`src/hw/dmtc_pkg.sv`:
```
// Purpose: shared constants and types of the dual mode timer/counter
// Assumes: APB slave with 32-bit data, one aligned word per register
// Notes: registers hold 8 bits in the low lane, upper bits read as zero
package dmtc_pkg;

  localparam int APB_AW = 8;
  localparam int APB_DW = 32;
  localparam int BYTE_W = 8;

  // register byte offsets
  localparam logic [APB_AW-1:0] OFF_MODE = 8'h00;
  localparam logic [APB_AW-1:0] OFF_CTRL = 8'h04;
  localparam logic [APB_AW-1:0] OFF_LOW0 = 8'h08;
  localparam logic [APB_AW-1:0] OFF_HIGH0 = 8'h0C;
  localparam logic [APB_AW-1:0] OFF_LOW1 = 8'h10;
  localparam logic [APB_AW-1:0] OFF_HIGH1 = 8'h14;

  // reset values
  localparam logic [BYTE_W-1:0] MODE_RST = 8'h00;
  localparam logic [BYTE_W-1:0] CTRL_RST = 8'h00;
  localparam logic [BYTE_W-1:0] COUNT_RST = 8'h00;

  // field layout of the timer mode register: one nibble per channel
  localparam int CFG_W = 4;
  localparam int CFG0_LSB = 0;
  localparam int CFG1_LSB = 4;

  // field layout of the timer control register
  localparam int CTRL_LEVEL0_BIT = 0;
  localparam int CTRL_EDGE0_BIT = 1;
  localparam int CTRL_LEVEL1_BIT = 2;
  localparam int CTRL_EDGE1_BIT = 3;
  localparam int CTRL_RUN0_BIT = 4;
  localparam int CTRL_FLAG0_BIT = 5;
  localparam int CTRL_RUN1_BIT = 6;
  localparam int CTRL_FLAG1_BIT = 7;

  // one peripheral cycle is this many clock periods
  localparam int PER_CLK_DIV = 6;
  localparam int DIV_W = 3;
  localparam logic [DIV_W-1:0] DIV_LAST = 3'(PER_CLK_DIV - 1);
  localparam logic [DIV_W-1:0] DIV_ONE = 3'h1;
  localparam logic [DIV_W-1:0] DIV_ZERO = 3'h0;

  localparam int PRESCALE_W = 5;
  localparam logic [PRESCALE_W-1:0] PRESCALE_MAX = 5'h1F;
  localparam logic [PRESCALE_W-1:0] PRESCALE_ONE = 5'h01;
  localparam logic [BYTE_W-1:0] BYTE_ONES = 8'hFF;
  localparam logic [BYTE_W-1:0] BYTE_ONE = 8'h01;

  // external pins: two count inputs and two gate inputs
  localparam int PIN_N = 4;
  localparam int PIN_COUNT0 = 0;
  localparam int PIN_COUNT1 = 1;
  localparam int PIN_FIRST_GATE_ENABLE = 2;
  localparam int PIN_GATE1 = 3;

  typedef enum logic [1:0] {
    DMTC_MODE_13BIT = 2'b00,
    DMTC_MODE_16BIT = 2'b01,
    DMTC_MODE_RELOAD = 2'b10,
    DMTC_MODE_SPLIT = 2'b11
  } dmtc_mode_e;

  // bit order matches one nibble of the timer mode register
  typedef struct packed {
    logic gate_en;
    logic src_sel;
    dmtc_mode_e mode;
  } dmtc_chcfg_s;

endpackage

```
`src/hw/dmtc_top.sv`:
```
// Purpose: dual mode timer/counter with two channels behind an APB slave
// Assumes: pins are asynchronous; overflow acknowledges come from the
//   interrupt controller on CLK_IN as one-cycle pulses
// Notes: zero wait state bus; unmapped addresses answer with PSLVERR
//
// Behaviour
// RL1: timer operation increments once per peripheral cycle of six clocks.
// RL2: source select picks divided clock (0) or count pin (1).
// RL3: count pin sampled each peripheral cycle; high then low counts once.
// RL4: outside source holds each count pin level one full peripheral cycle.
// RL5: setting run bit keeps count bytes as starting value.
// RL6: software stops the channel before presetting count bytes.
// RL7: software stops the channel before changing mode or source.
// RL8: first channel uses mode nibble low and control bits 4,5.
// RL9: gate off means run bit alone; gate on adds gate pin.
// RL10: rollover from all ones to zero sets overflow flag, raising interrupt.
// RL11: overflow flag clears when the processor services its interrupt.
// RL12: mode 0 is 5-bit prescaler in low byte feeding high byte.
// RL13: mode 1 cascades low and high bytes into sixteen bits.
// RL14: mode 2 reloads low byte from high byte on overflow.
// RL15: mode 2 high byte writable anytime, used at next reload.
// RL16: mode 3 low byte is an 8-bit timer with first controls.
// RL17: mode 3 high byte counts divided clock, second run bit and flag.
// RL18: second channel matches first but halts and holds in mode 3.
// RL19: mode field codes 00,01,10,11 for modes 0 to 3.
// RL20: with gating, count only while gate pin high and run set.
//
// The register addresses and the APB interface to the registers were chosen for this implementation.
`timescale 1ns/1ps
module dmtc_top (
  input wire logic CLK_IN,
  input wire logic RESET_IN,
  input wire logic PSEL_IN,
  input wire logic PENABLE_IN,
  input wire logic PWRITE_IN,
  input wire logic [dmtc_pkg::APB_AW-1:0] PADDR_IN,
  input wire logic [dmtc_pkg::APB_DW-1:0] PWDATA_IN,
  output logic [dmtc_pkg::APB_DW-1:0] PRDATA_OUT,
  output logic PREADY_OUT,
  output logic PSLVERR_OUT,
  input wire logic FIRST_COUNT_PIN_IN,
  input wire logic SECOND_COUNT_PIN_IN,
  input wire logic FIRST_EXTERNAL_GATE_PIN_IN,
  input wire logic SECOND_EXTERNAL_GATE_PIN_IN,
  input wire logic FIRST_IRQ_ACK_IN,
  input wire logic SECOND_IRQ_ACK_IN,
  output logic FIRST_IRQ_OUT,
  output logic SECOND_IRQ_OUT
);

  function automatic logic addr_hit(input logic [dmtc_pkg::APB_AW-1:0] addr,
                                    input logic [dmtc_pkg::APB_AW-1:0] offset);
    addr_hit = (addr == offset);
  endfunction

  // pin synchronisers: the third stage guards against a single-sample glitch
  logic [dmtc_pkg::PIN_N-1:0] pin_meta_reg;
  logic [dmtc_pkg::PIN_N-1:0] pin_sync_reg;
  logic [dmtc_pkg::PIN_N-1:0] pin_late_reg;
  logic [dmtc_pkg::PIN_N-1:0] pin_level_reg;
  logic [dmtc_pkg::PIN_N-1:0] pin_level_next;
  wire logic [dmtc_pkg::PIN_N-1:0] pin_raw = {SECOND_EXTERNAL_GATE_PIN_IN,
    FIRST_EXTERNAL_GATE_PIN_IN, SECOND_COUNT_PIN_IN, FIRST_COUNT_PIN_IN};

  always_comb
  begin
    for (int i = 0; i < dmtc_pkg::PIN_N; i++)
    begin
      pin_level_next[i] = (pin_sync_reg[i] == pin_late_reg[i]) ? pin_late_reg[i]
                                                               : pin_level_reg[i];
    end
  end

  always_ff @(posedge CLK_IN)
  begin
    if (RESET_IN)
    begin
      pin_meta_reg <= '0;
      pin_sync_reg <= '0;
      pin_late_reg <= '0;
      pin_level_reg <= '0;
    end
    else
    begin
      pin_meta_reg <= pin_raw;
      pin_sync_reg <= pin_meta_reg;
      pin_late_reg <= pin_sync_reg;
      pin_level_reg <= pin_level_next;
    end
  end

  // RL1 peripheral cycle
  logic [dmtc_pkg::DIV_W-1:0] div_reg;
  wire logic tick = (div_reg == dmtc_pkg::DIV_LAST);
  wire logic [dmtc_pkg::DIV_W-1:0] div_next = tick ? dmtc_pkg::DIV_ZERO
                                                   : div_reg + dmtc_pkg::DIV_ONE;

  // RL3 falling edge sampling
  logic [1:0] count_sample_reg;
  wire logic [1:0] count_now = {pin_level_reg[dmtc_pkg::PIN_COUNT1],
                                pin_level_reg[dmtc_pkg::PIN_COUNT0]};
  wire logic [1:0] count_fall = {2{tick}} & count_sample_reg & ~count_now;

  always_ff @(posedge CLK_IN)
  begin
    if (RESET_IN)
    begin
      div_reg <= dmtc_pkg::DIV_ZERO;
      count_sample_reg <= '0;
    end
    else
    begin
      div_reg <= div_next;
      if (tick)
      begin
        count_sample_reg <= count_now;
      end
    end
  end

  // bus decode
  wire logic setup_phase = PSEL_IN && !PENABLE_IN;
  wire logic access_phase = PSEL_IN && PENABLE_IN;
  wire logic wr_access = access_phase && PWRITE_IN;
  wire logic hit_mode = addr_hit(PADDR_IN, dmtc_pkg::OFF_MODE);
  wire logic hit_ctrl = addr_hit(PADDR_IN, dmtc_pkg::OFF_CTRL);
  wire logic hit_low0 = addr_hit(PADDR_IN, dmtc_pkg::OFF_LOW0);
  wire logic hit_high0 = addr_hit(PADDR_IN, dmtc_pkg::OFF_HIGH0);
  wire logic hit_low1 = addr_hit(PADDR_IN, dmtc_pkg::OFF_LOW1);
  wire logic hit_high1 = addr_hit(PADDR_IN, dmtc_pkg::OFF_HIGH1);
  wire logic hit_any = hit_mode || hit_ctrl || hit_low0 || hit_high0 || hit_low1 || hit_high1;
  wire logic [dmtc_pkg::BYTE_W-1:0] wbyte = PWDATA_IN[dmtc_pkg::BYTE_W-1:0];

  // software-visible control state
  logic [dmtc_pkg::BYTE_W-1:0] timer_mode_register_reg;
  logic [dmtc_pkg::BYTE_W-1:0] timer_control_register_reg;
  logic [dmtc_pkg::BYTE_W-1:0] timer_control_register_next;
  logic [dmtc_pkg::APB_DW-1:0] rdata_reg;

  // RL8 RL19 control layout
  wire dmtc_pkg::dmtc_chcfg_s first_cfg =
    timer_mode_register_reg[dmtc_pkg::CFG0_LSB +: dmtc_pkg::CFG_W];
  wire dmtc_pkg::dmtc_chcfg_s second_cfg =
    timer_mode_register_reg[dmtc_pkg::CFG1_LSB +: dmtc_pkg::CFG_W];
  wire logic first_run_bit = timer_control_register_reg[dmtc_pkg::CTRL_RUN0_BIT];
  wire logic second_run_bit = timer_control_register_reg[dmtc_pkg::CTRL_RUN1_BIT];
  wire logic first_overflow_flag = timer_control_register_reg[dmtc_pkg::CTRL_FLAG0_BIT];
  wire logic second_overflow_flag = timer_control_register_reg[dmtc_pkg::CTRL_FLAG1_BIT];

  logic [dmtc_pkg::BYTE_W-1:0] first_count_low;
  logic [dmtc_pkg::BYTE_W-1:0] first_count_high;
  logic [dmtc_pkg::BYTE_W-1:0] second_count_low;
  logic [dmtc_pkg::BYTE_W-1:0] second_count_high;
  logic first_low_ovf;
  logic first_high_ovf;
  logic second_low_ovf;

  // RL16 RL17 first channel
  dmtc_channel #(
    .HALT_IN_SPLIT(1'b0)
  ) u_first (
    .clk_in(CLK_IN),
    .rst_in(RESET_IN),
    .cfg_in(first_cfg),
    .run_in(first_run_bit),
    .gate_pin_in(pin_level_reg[dmtc_pkg::PIN_FIRST_GATE_ENABLE]),
    .tick_in(tick),
    .fall_in(count_fall[0]),
    .high_run_in(second_run_bit),
    .wr_low_in(wr_access && hit_low0),
    .wr_high_in(wr_access && hit_high0),
    .wdata_in(wbyte),
    .low_out(first_count_low),
    .high_out(first_count_high),
    .low_ovf_out(first_low_ovf),
    .high_ovf_out(first_high_ovf)
  );

  // RL18 second channel halts
  dmtc_channel #(
    .HALT_IN_SPLIT(1'b1)
  ) u_second (
    .clk_in(CLK_IN),
    .rst_in(RESET_IN),
    .cfg_in(second_cfg),
    .run_in(second_run_bit),
    .gate_pin_in(pin_level_reg[dmtc_pkg::PIN_GATE1]),
    .tick_in(tick),
    .fall_in(count_fall[1]),
    .high_run_in(1'b0),
    .wr_low_in(wr_access && hit_low1),
    .wr_high_in(wr_access && hit_high1),
    .wdata_in(wbyte),
    .low_out(second_count_low),
    .high_out(second_count_high),
    .low_ovf_out(second_low_ovf),
    .high_ovf_out()
  );

  // RL10 RL17 flag sources
  wire logic first_flag_set = first_low_ovf;
  wire logic second_flag_set = second_low_ovf || first_high_ovf;

  // RL11 service clears flag, a set in the same cycle wins
  always_comb
  begin
    timer_control_register_next = timer_control_register_reg;
    if (wr_access && hit_ctrl)
    begin
      timer_control_register_next = wbyte;
    end
    timer_control_register_next[dmtc_pkg::CTRL_FLAG0_BIT] = first_flag_set ||
      (timer_control_register_next[dmtc_pkg::CTRL_FLAG0_BIT] && !FIRST_IRQ_ACK_IN);
    timer_control_register_next[dmtc_pkg::CTRL_FLAG1_BIT] = second_flag_set ||
      (timer_control_register_next[dmtc_pkg::CTRL_FLAG1_BIT] && !SECOND_IRQ_ACK_IN);
  end

  // read data captured in setup so it stands through the access phase
  wire logic [dmtc_pkg::BYTE_W-1:0] rbyte =
    hit_mode ? timer_mode_register_reg :
    hit_ctrl ? timer_control_register_reg :
    hit_low0 ? first_count_low :
    hit_high0 ? first_count_high :
    hit_low1 ? second_count_low :
    hit_high1 ? second_count_high : dmtc_pkg::COUNT_RST;

  always_ff @(posedge CLK_IN)
  begin
    if (RESET_IN)
    begin
      timer_mode_register_reg <= dmtc_pkg::MODE_RST;
      timer_control_register_reg <= dmtc_pkg::CTRL_RST;
      rdata_reg <= '0;
    end
    else
    begin
      // RL7 mode writes
      if (wr_access && hit_mode)
      begin
        timer_mode_register_reg <= wbyte;
      end
      timer_control_register_reg <= timer_control_register_next;
      if (setup_phase)
      begin
        rdata_reg <= {{(dmtc_pkg::APB_DW - dmtc_pkg::BYTE_W){1'b0}}, rbyte};
      end
    end
  end

  assign PRDATA_OUT = rdata_reg;
  assign PREADY_OUT = 1'b1;
  assign PSLVERR_OUT = access_phase && !hit_any;
  assign FIRST_IRQ_OUT = first_overflow_flag;
  assign SECOND_IRQ_OUT = second_overflow_flag;

endmodule

```
`src/hw/dmtc_channel.sv`:
```
// Purpose: one timer/counter channel with its high and low count bytes
// Assumes: tick and fall strobes are single-cycle and already qualified
// Notes: a software write to a count byte overrides counting in that cycle
`timescale 1ns/1ps
module dmtc_channel #(
  parameter bit HALT_IN_SPLIT = 1'b0
) (
  input wire logic clk_in,
  input wire logic rst_in,
  input wire dmtc_pkg::dmtc_chcfg_s cfg_in,
  input wire logic run_in,
  input wire logic gate_pin_in,
  input wire logic tick_in,
  input wire logic fall_in,
  input wire logic high_run_in,
  input wire logic wr_low_in,
  input wire logic wr_high_in,
  input wire logic [dmtc_pkg::BYTE_W-1:0] wdata_in,
  output logic [dmtc_pkg::BYTE_W-1:0] low_out,
  output logic [dmtc_pkg::BYTE_W-1:0] high_out,
  output logic low_ovf_out,
  output logic high_ovf_out
);

  logic [dmtc_pkg::BYTE_W-1:0] low_reg;
  logic [dmtc_pkg::BYTE_W-1:0] low_next;
  logic [dmtc_pkg::BYTE_W-1:0] high_reg;
  logic [dmtc_pkg::BYTE_W-1:0] high_next;

  // RL2 source select
  wire logic count_src = cfg_in.src_sel ? fall_in : tick_in;
  // RL9 RL20 gate qualify
  wire logic gate_ok = !cfg_in.gate_en || gate_pin_in;
  wire logic step = run_in && gate_ok && count_src;
  // RL17 split high byte
  wire logic split_high_step = high_run_in && tick_in;
  wire logic prescale_wrap = (low_reg[dmtc_pkg::PRESCALE_W-1:0] == dmtc_pkg::PRESCALE_MAX);
  wire logic low_full = (low_reg == dmtc_pkg::BYTE_ONES);
  wire logic high_full = (high_reg == dmtc_pkg::BYTE_ONES);
  wire logic [dmtc_pkg::BYTE_W-1:0] low_inc = low_reg + dmtc_pkg::BYTE_ONE;
  wire logic [dmtc_pkg::BYTE_W-1:0] high_inc = high_reg + dmtc_pkg::BYTE_ONE;

  always_comb
  begin
    low_next = low_reg;
    high_next = high_reg;
    low_ovf_out = 1'b0;
    high_ovf_out = 1'b0;
    case (cfg_in.mode)
      // RL12 prescaler mode
      dmtc_pkg::DMTC_MODE_13BIT:
      begin
        if (step)
        begin
          low_next[dmtc_pkg::PRESCALE_W-1:0] =
            low_reg[dmtc_pkg::PRESCALE_W-1:0] + dmtc_pkg::PRESCALE_ONE;
          if (prescale_wrap)
          begin
            high_next = high_inc;
            // RL10 rollover flag
            low_ovf_out = high_full;
          end
        end
      end
      // RL13 cascade mode
      dmtc_pkg::DMTC_MODE_16BIT:
      begin
        if (step)
        begin
          low_next = low_inc;
          if (low_full)
          begin
            high_next = high_inc;
            low_ovf_out = high_full;
          end
        end
      end
      // RL14 RL15 auto reload
      dmtc_pkg::DMTC_MODE_RELOAD:
      begin
        if (step)
        begin
          low_next = low_full ? high_reg : low_inc;
          low_ovf_out = low_full;
        end
      end
      // RL16 RL18 split or halt
      dmtc_pkg::DMTC_MODE_SPLIT:
      begin
        if (!HALT_IN_SPLIT)
        begin
          if (step)
          begin
            low_next = low_inc;
            low_ovf_out = low_full;
          end
          if (split_high_step)
          begin
            high_next = high_inc;
            high_ovf_out = high_full;
          end
        end
      end
      default:
      begin
        low_next = low_reg;
      end
    endcase
    // RL6 preset writes
    if (wr_low_in)
    begin
      low_next = wdata_in;
    end
    if (wr_high_in)
    begin
      high_next = wdata_in;
    end
  end

  // RL5 run keeps count
  always_ff @(posedge clk_in)
  begin
    if (rst_in)
    begin
      low_reg <= dmtc_pkg::COUNT_RST;
      high_reg <= dmtc_pkg::COUNT_RST;
    end
    else
    begin
      low_reg <= low_next;
      high_reg <= high_next;
    end
  end

  assign low_out = low_reg;
  assign high_out = high_reg;

endmodule

```
`config.mk`:
```
export PLATFORM = sky130hd
export DESIGN_NAME = dmtc_top
export DESIGN_NICKNAME = d
export VERILOG_FILES = /design/src/hw/dmtc_pkg.sv /design/src/hw/dmtc_top.sv /design/src/hw/dmtc_channel.sv
export SDC_FILE = /design/constraint.sdc
export NUM_CORES = 1
export LEC_CHECK = 0
export ABC_AREA = 1
export BUFFER_PORTS_ARGS = -buffer_cell sky130_fd_sc_hd__clkbuf_2
export CAP_MARGIN = 20
export CELL_PAD_IN_SITES_DETAIL_PLACEMENT = 0
export CELL_PAD_IN_SITES_GLOBAL_PLACEMENT = 2
export CORE_MARGIN = 3
export CORE_UTILIZATION = 31
export DETAILED_ROUTE_END_ITERATION = 10
export PLACE_DENSITY = 0.87
export SLEW_MARGIN = 20
export SYNTH_ARGS = -nofsm -noshare
export SYNTH_HDL_FRONTEND = slang
export SYNTH_SLANG_ARGS = --single-unit
```
`constraint.sdc`:
```
create_clock -name CLK_IN -period 2 [get_ports CLK_IN]
set_clock_uncertainty 0.15 [all_clocks]
set_input_delay 0.1 -clock CLK_IN [delete_from_list [all_inputs] [get_ports CLK_IN]]
set_output_delay 0.1 -clock CLK_IN [all_outputs]
set_load 0.02 [all_outputs]
```
==> impl_metrics.env <==
export IMPL_synth_edf_count=0
export IMPL_drive_gt1_share_pct=20.60
export IMPL_wl_per_cell_um=14.36
export IMPL_switching_power_uw=905.0
export IMPL_leakage_uw=0.002591
export IMPL_synth_simple_gate_area_share_pct=36.40
export IMPL_cts_tree="done"
export IMPL_synth_area_leaders="dfxtp_1 (31%), nand2_1 (11%), nand3_1 (8.4%)"
export IMPL_clock_sinks=77
export IMPL_ctsLongestPathBuffers=2
export IMPL_synth_top_area_share_pct=30.61
export IMPL_avgSynthCellArea_um2=6.635
export IMPL_synth_seq_cells=77
export IMPL_reg2reg_depth=10
export IMPL_start_kind="flip-flop"
export IMPL_layout_nets=893
export IMPL_whs_path_depth=3
export IMPL_fmax_mhz=532.9
export IMPL_cp_end_kind="flip-flop"
export IMPL_remaining_drc_errors=0
export IMPL_fin_util_pct=38.49
export IMPL_grt_max_degree=34
export IMPL_r2r_start="u_second.low_out[1]"
export IMPL_htreeDepth=3
export IMPL_insertion_delay_ns=0.35
export IMPL_synth_top_cells_by_count="nand2_1 (146), nor2_1 (99), nand3_1 (85)"
export IMPL_path_buf_inv=1
export IMPL_worst_slew_pin_slew_ns=0.6855
export IMPL_slowest_stage="dfxtp_1"
export IMPL_synth_compound_gate_area_share_pct=14.68
export IMPL_combPwrFrac_pct=7.3
export IMPL_stdcell_area_mm2=0.005982
export IMPL_viasPerCell=4.666
export IMPL_dp_cells=1016
export IMPL_cp_arrival_ns=1.94
export IMPL_yosys_warnings=0
export IMPL_vias=4881
export IMPL_die_x_um=133.5
export IMPL_cp_depth=10
export IMPL_async_flop_share_pct=0
export IMPL_synth_area_mm2=0.005036
export IMPL_drv_slew=0
export IMPL_crit_path_max_incr_delay_ns=0.34
export IMPL_pwr_share_seq_pct=45.6
export IMPL_fill_cells=1751
export IMPL_p_int_uw=2511
export IMPL_cp_max_fo=8
export IMPL_hold_path_class="primary input to flip-flop"
export IMPL_setup_tns_ns=0
export IMPL_area_growth_pct=18.78
export IMPL_dp_hpwl_um=11230
export IMPL_die_area_mm2=0.01781
export IMPL_switching_share_pct=26.50
export IMPL_status="finished clean"
export IMPL_clkPwrFrac_pct=47.1
export IMPL_muxShareOfSynthArea_pct=0
export IMPL_initial_utilization_pct=32.41
export IMPL_core_mm2=0.01554
export IMPL_slew_headroom_pct=54.19
export IMPL_rows=45
export IMPL_drtAntennaViolNets=0
export IMPL_whs_ns=0.02026
export IMPL_path_cells="ha_2 > nand2_2 > nor2_4 > ha_2 > nand3_1 > nand2_2 > nand3_4 > buf_4 > nand3_1 > a21oi_1"
export IMPL_ys_types=37
export IMPL_ioPinCount=87
export IMPL_timing_rr_end="u_second.high_out[2]"
export IMPL_post_synth_top_count_cell="nand2_1"
export IMPL_synth_top_area_cell="dfxtp_1"
export IMPL_die_y_um=133.5
export IMPL_synth_ff_type="dfxtp_1"
export IMPL_clkTransAtPathRegs_ns=0.06
export IMPL_initialDrtViolationCount=398
export IMPL_synthCells=759
export IMPL_cap_violations=0
export IMPL_antenna_found_initial=1
export IMPL_crit_required_ns=2.06
export IMPL_grt_pass1_vias=4475
export IMPL_grt_setup_unrepaired="true"
export IMPL_grt_pass1_wl_um=23890
export IMPL_gp_congestion=0.8535
export IMPL_path_class="flip-flop to flip-flop"
export IMPL_antenna_cells=0
export IMPL_r2r_slack_ns=0.12
export IMPL_synth_seq_area_share_pct=30.61
export IMPL_synth_xor_area_share_pct=1.913
export IMPL_irDropWorstVdd_mv=0.3349
export IMPL_hold_viol=0
export IMPL_setup_viol=0
export IMPL_startpoint="u_second.low_out[1]"
export IMPL_min_period_ns=1.877
export IMPL_grt_use_total_pct=17.14
export IMPL_synth_fa_ha_area_share_pct=2.981
export IMPL_critPathTopFamily="simple AND/OR/NAND/NOR gates"
export IMPL_power_density_mw_per_mm2=571.0
export IMPL_finalCritPeriodShare_pct=93.83
export IMPL_grt_overflow=0
export IMPL_stdcell_count=1046
export IMPL_cts_buffers=9
export IMPL_synth_top_family_by_area="simple AND/OR/NAND/NOR gates"
export IMPL_wl_um=15020
export IMPL_cp_endpoint="u_second.high_out[2]"
export IMPL_drtPass1Iterations=5
export IMPL_dpl_cell_area_mm2=0.005518
export IMPL_portBuffers=37
export IMPL_root_buffer="clkbuf_16"
-- repair_timing --
item | CTS | global route
gates resized for setup | 0 | 17
setup endpoints to repair | 0 | 24
buffers inserted | 0 | 5
endpoints found under the hold margin | 9 | 0
hold buffers | 9 | 0
-- layout make-up --
cell class / count / area [µm²] / area share (%)
Multi-Input combinational cell: 567 / 2960 / 49.49
Timing Repair Buffer: 84 / 585.6 / 9.789
Sequential cell: 77 / 1543 / 25.79
Inverter: 91 / 341.6 / 5.710
Tap cell: 211 / 264.0 / 4.413
Clock buffer: 10 / 239.0 / 3.995
Clock inverter: 6 / 48.80 / 0.8157
-- kinds of logic after synthesis --
family                     Yosys count
DFF                                 77
adders and majority gates           12
xor gates and xnor gates            11
and+or+nand+nor                    385
buffers and inverters              138
other                                2
AOI/OAI and AO/OA                  134
-- how the worst min path moves through the flow --
stage | to | start | slack (ns)
floorplan | pin_meta_reg[0] | FIRST_COUNT_PIN_IN | 0.06
global placement | pin_meta_reg[2] | FIRST_EXTERNAL_GATE_PIN_IN | 0.14
detailed placement | pin_meta_reg[2] | FIRST_EXTERNAL_GATE_PIN_IN | 0.15
CTS | timer_control_register_reg[6] | PWDATA_IN[6] | 0.002
global route | timer_control_register_reg[6] | PWDATA_IN[6] | 0.03
finish | timer_control_register_reg[6] | PWDATA_IN[6] | 0.02
-- tightest hold or removal path, cell delays in order --
cell and delay (ns):
clkbuf_2 0.16, o21ai_0 0.11, a21oi_1 0.11
-- layer usage --
metal | vias up | share of wire, % | global-route usage [%]
met1 | 2216 | 47 | 22.40
met5 | - | 0 | 0
met4 | 0 | 2.2 | 6.171
met2 | 86 | 47 | 28.13
li1 | 2555 | - | -
met3 | 24 | 3.2 | 3.399
-- metrics by stage --
stage                     power, µW  setup slack (ns)
final                          3416            0.1234
after global routing           3555          -0.02323
after CTS                      3470           0.06981
after detailed placement       1827           0.07785
after global placement         1827            0.1057
after floorplan                1776            0.1368
-- power by group through the flow --
stage	clock network, µW	logic [µW]	registers (µW)
2_1_floorplan	0	184	1590
3_3_place_gp	0	234	1590
3_5_place_dp	0	233	1590
4_1_cts	1660	247	1560
5_1_grt	1720	273	1560
6_report	1610	249	1560
-- cells in the final DEF (no fill, tap or decap), types with 8 or more instances in the layout --
cell type      synthesis  routed
buf_4                 26      36
nand2_1              146     143
nand2_2                9      12
a21oi_1               67      65
dlygate4sd3_1          0       9
inv_2                 13      14
clkbuf_16              0       9
conb_1                 2      25
o21ai_2                8       8
ha_1                  12       9
nor2_1                99      95
nor2_4                10      10
clkbuf_2               0      37
dfxtp_1               77      76
nand3_1               85      85
inv_1                 77      76
o21ai_1               11      12
o21ai_0               34      33
(Power assumes the default switching activity.)
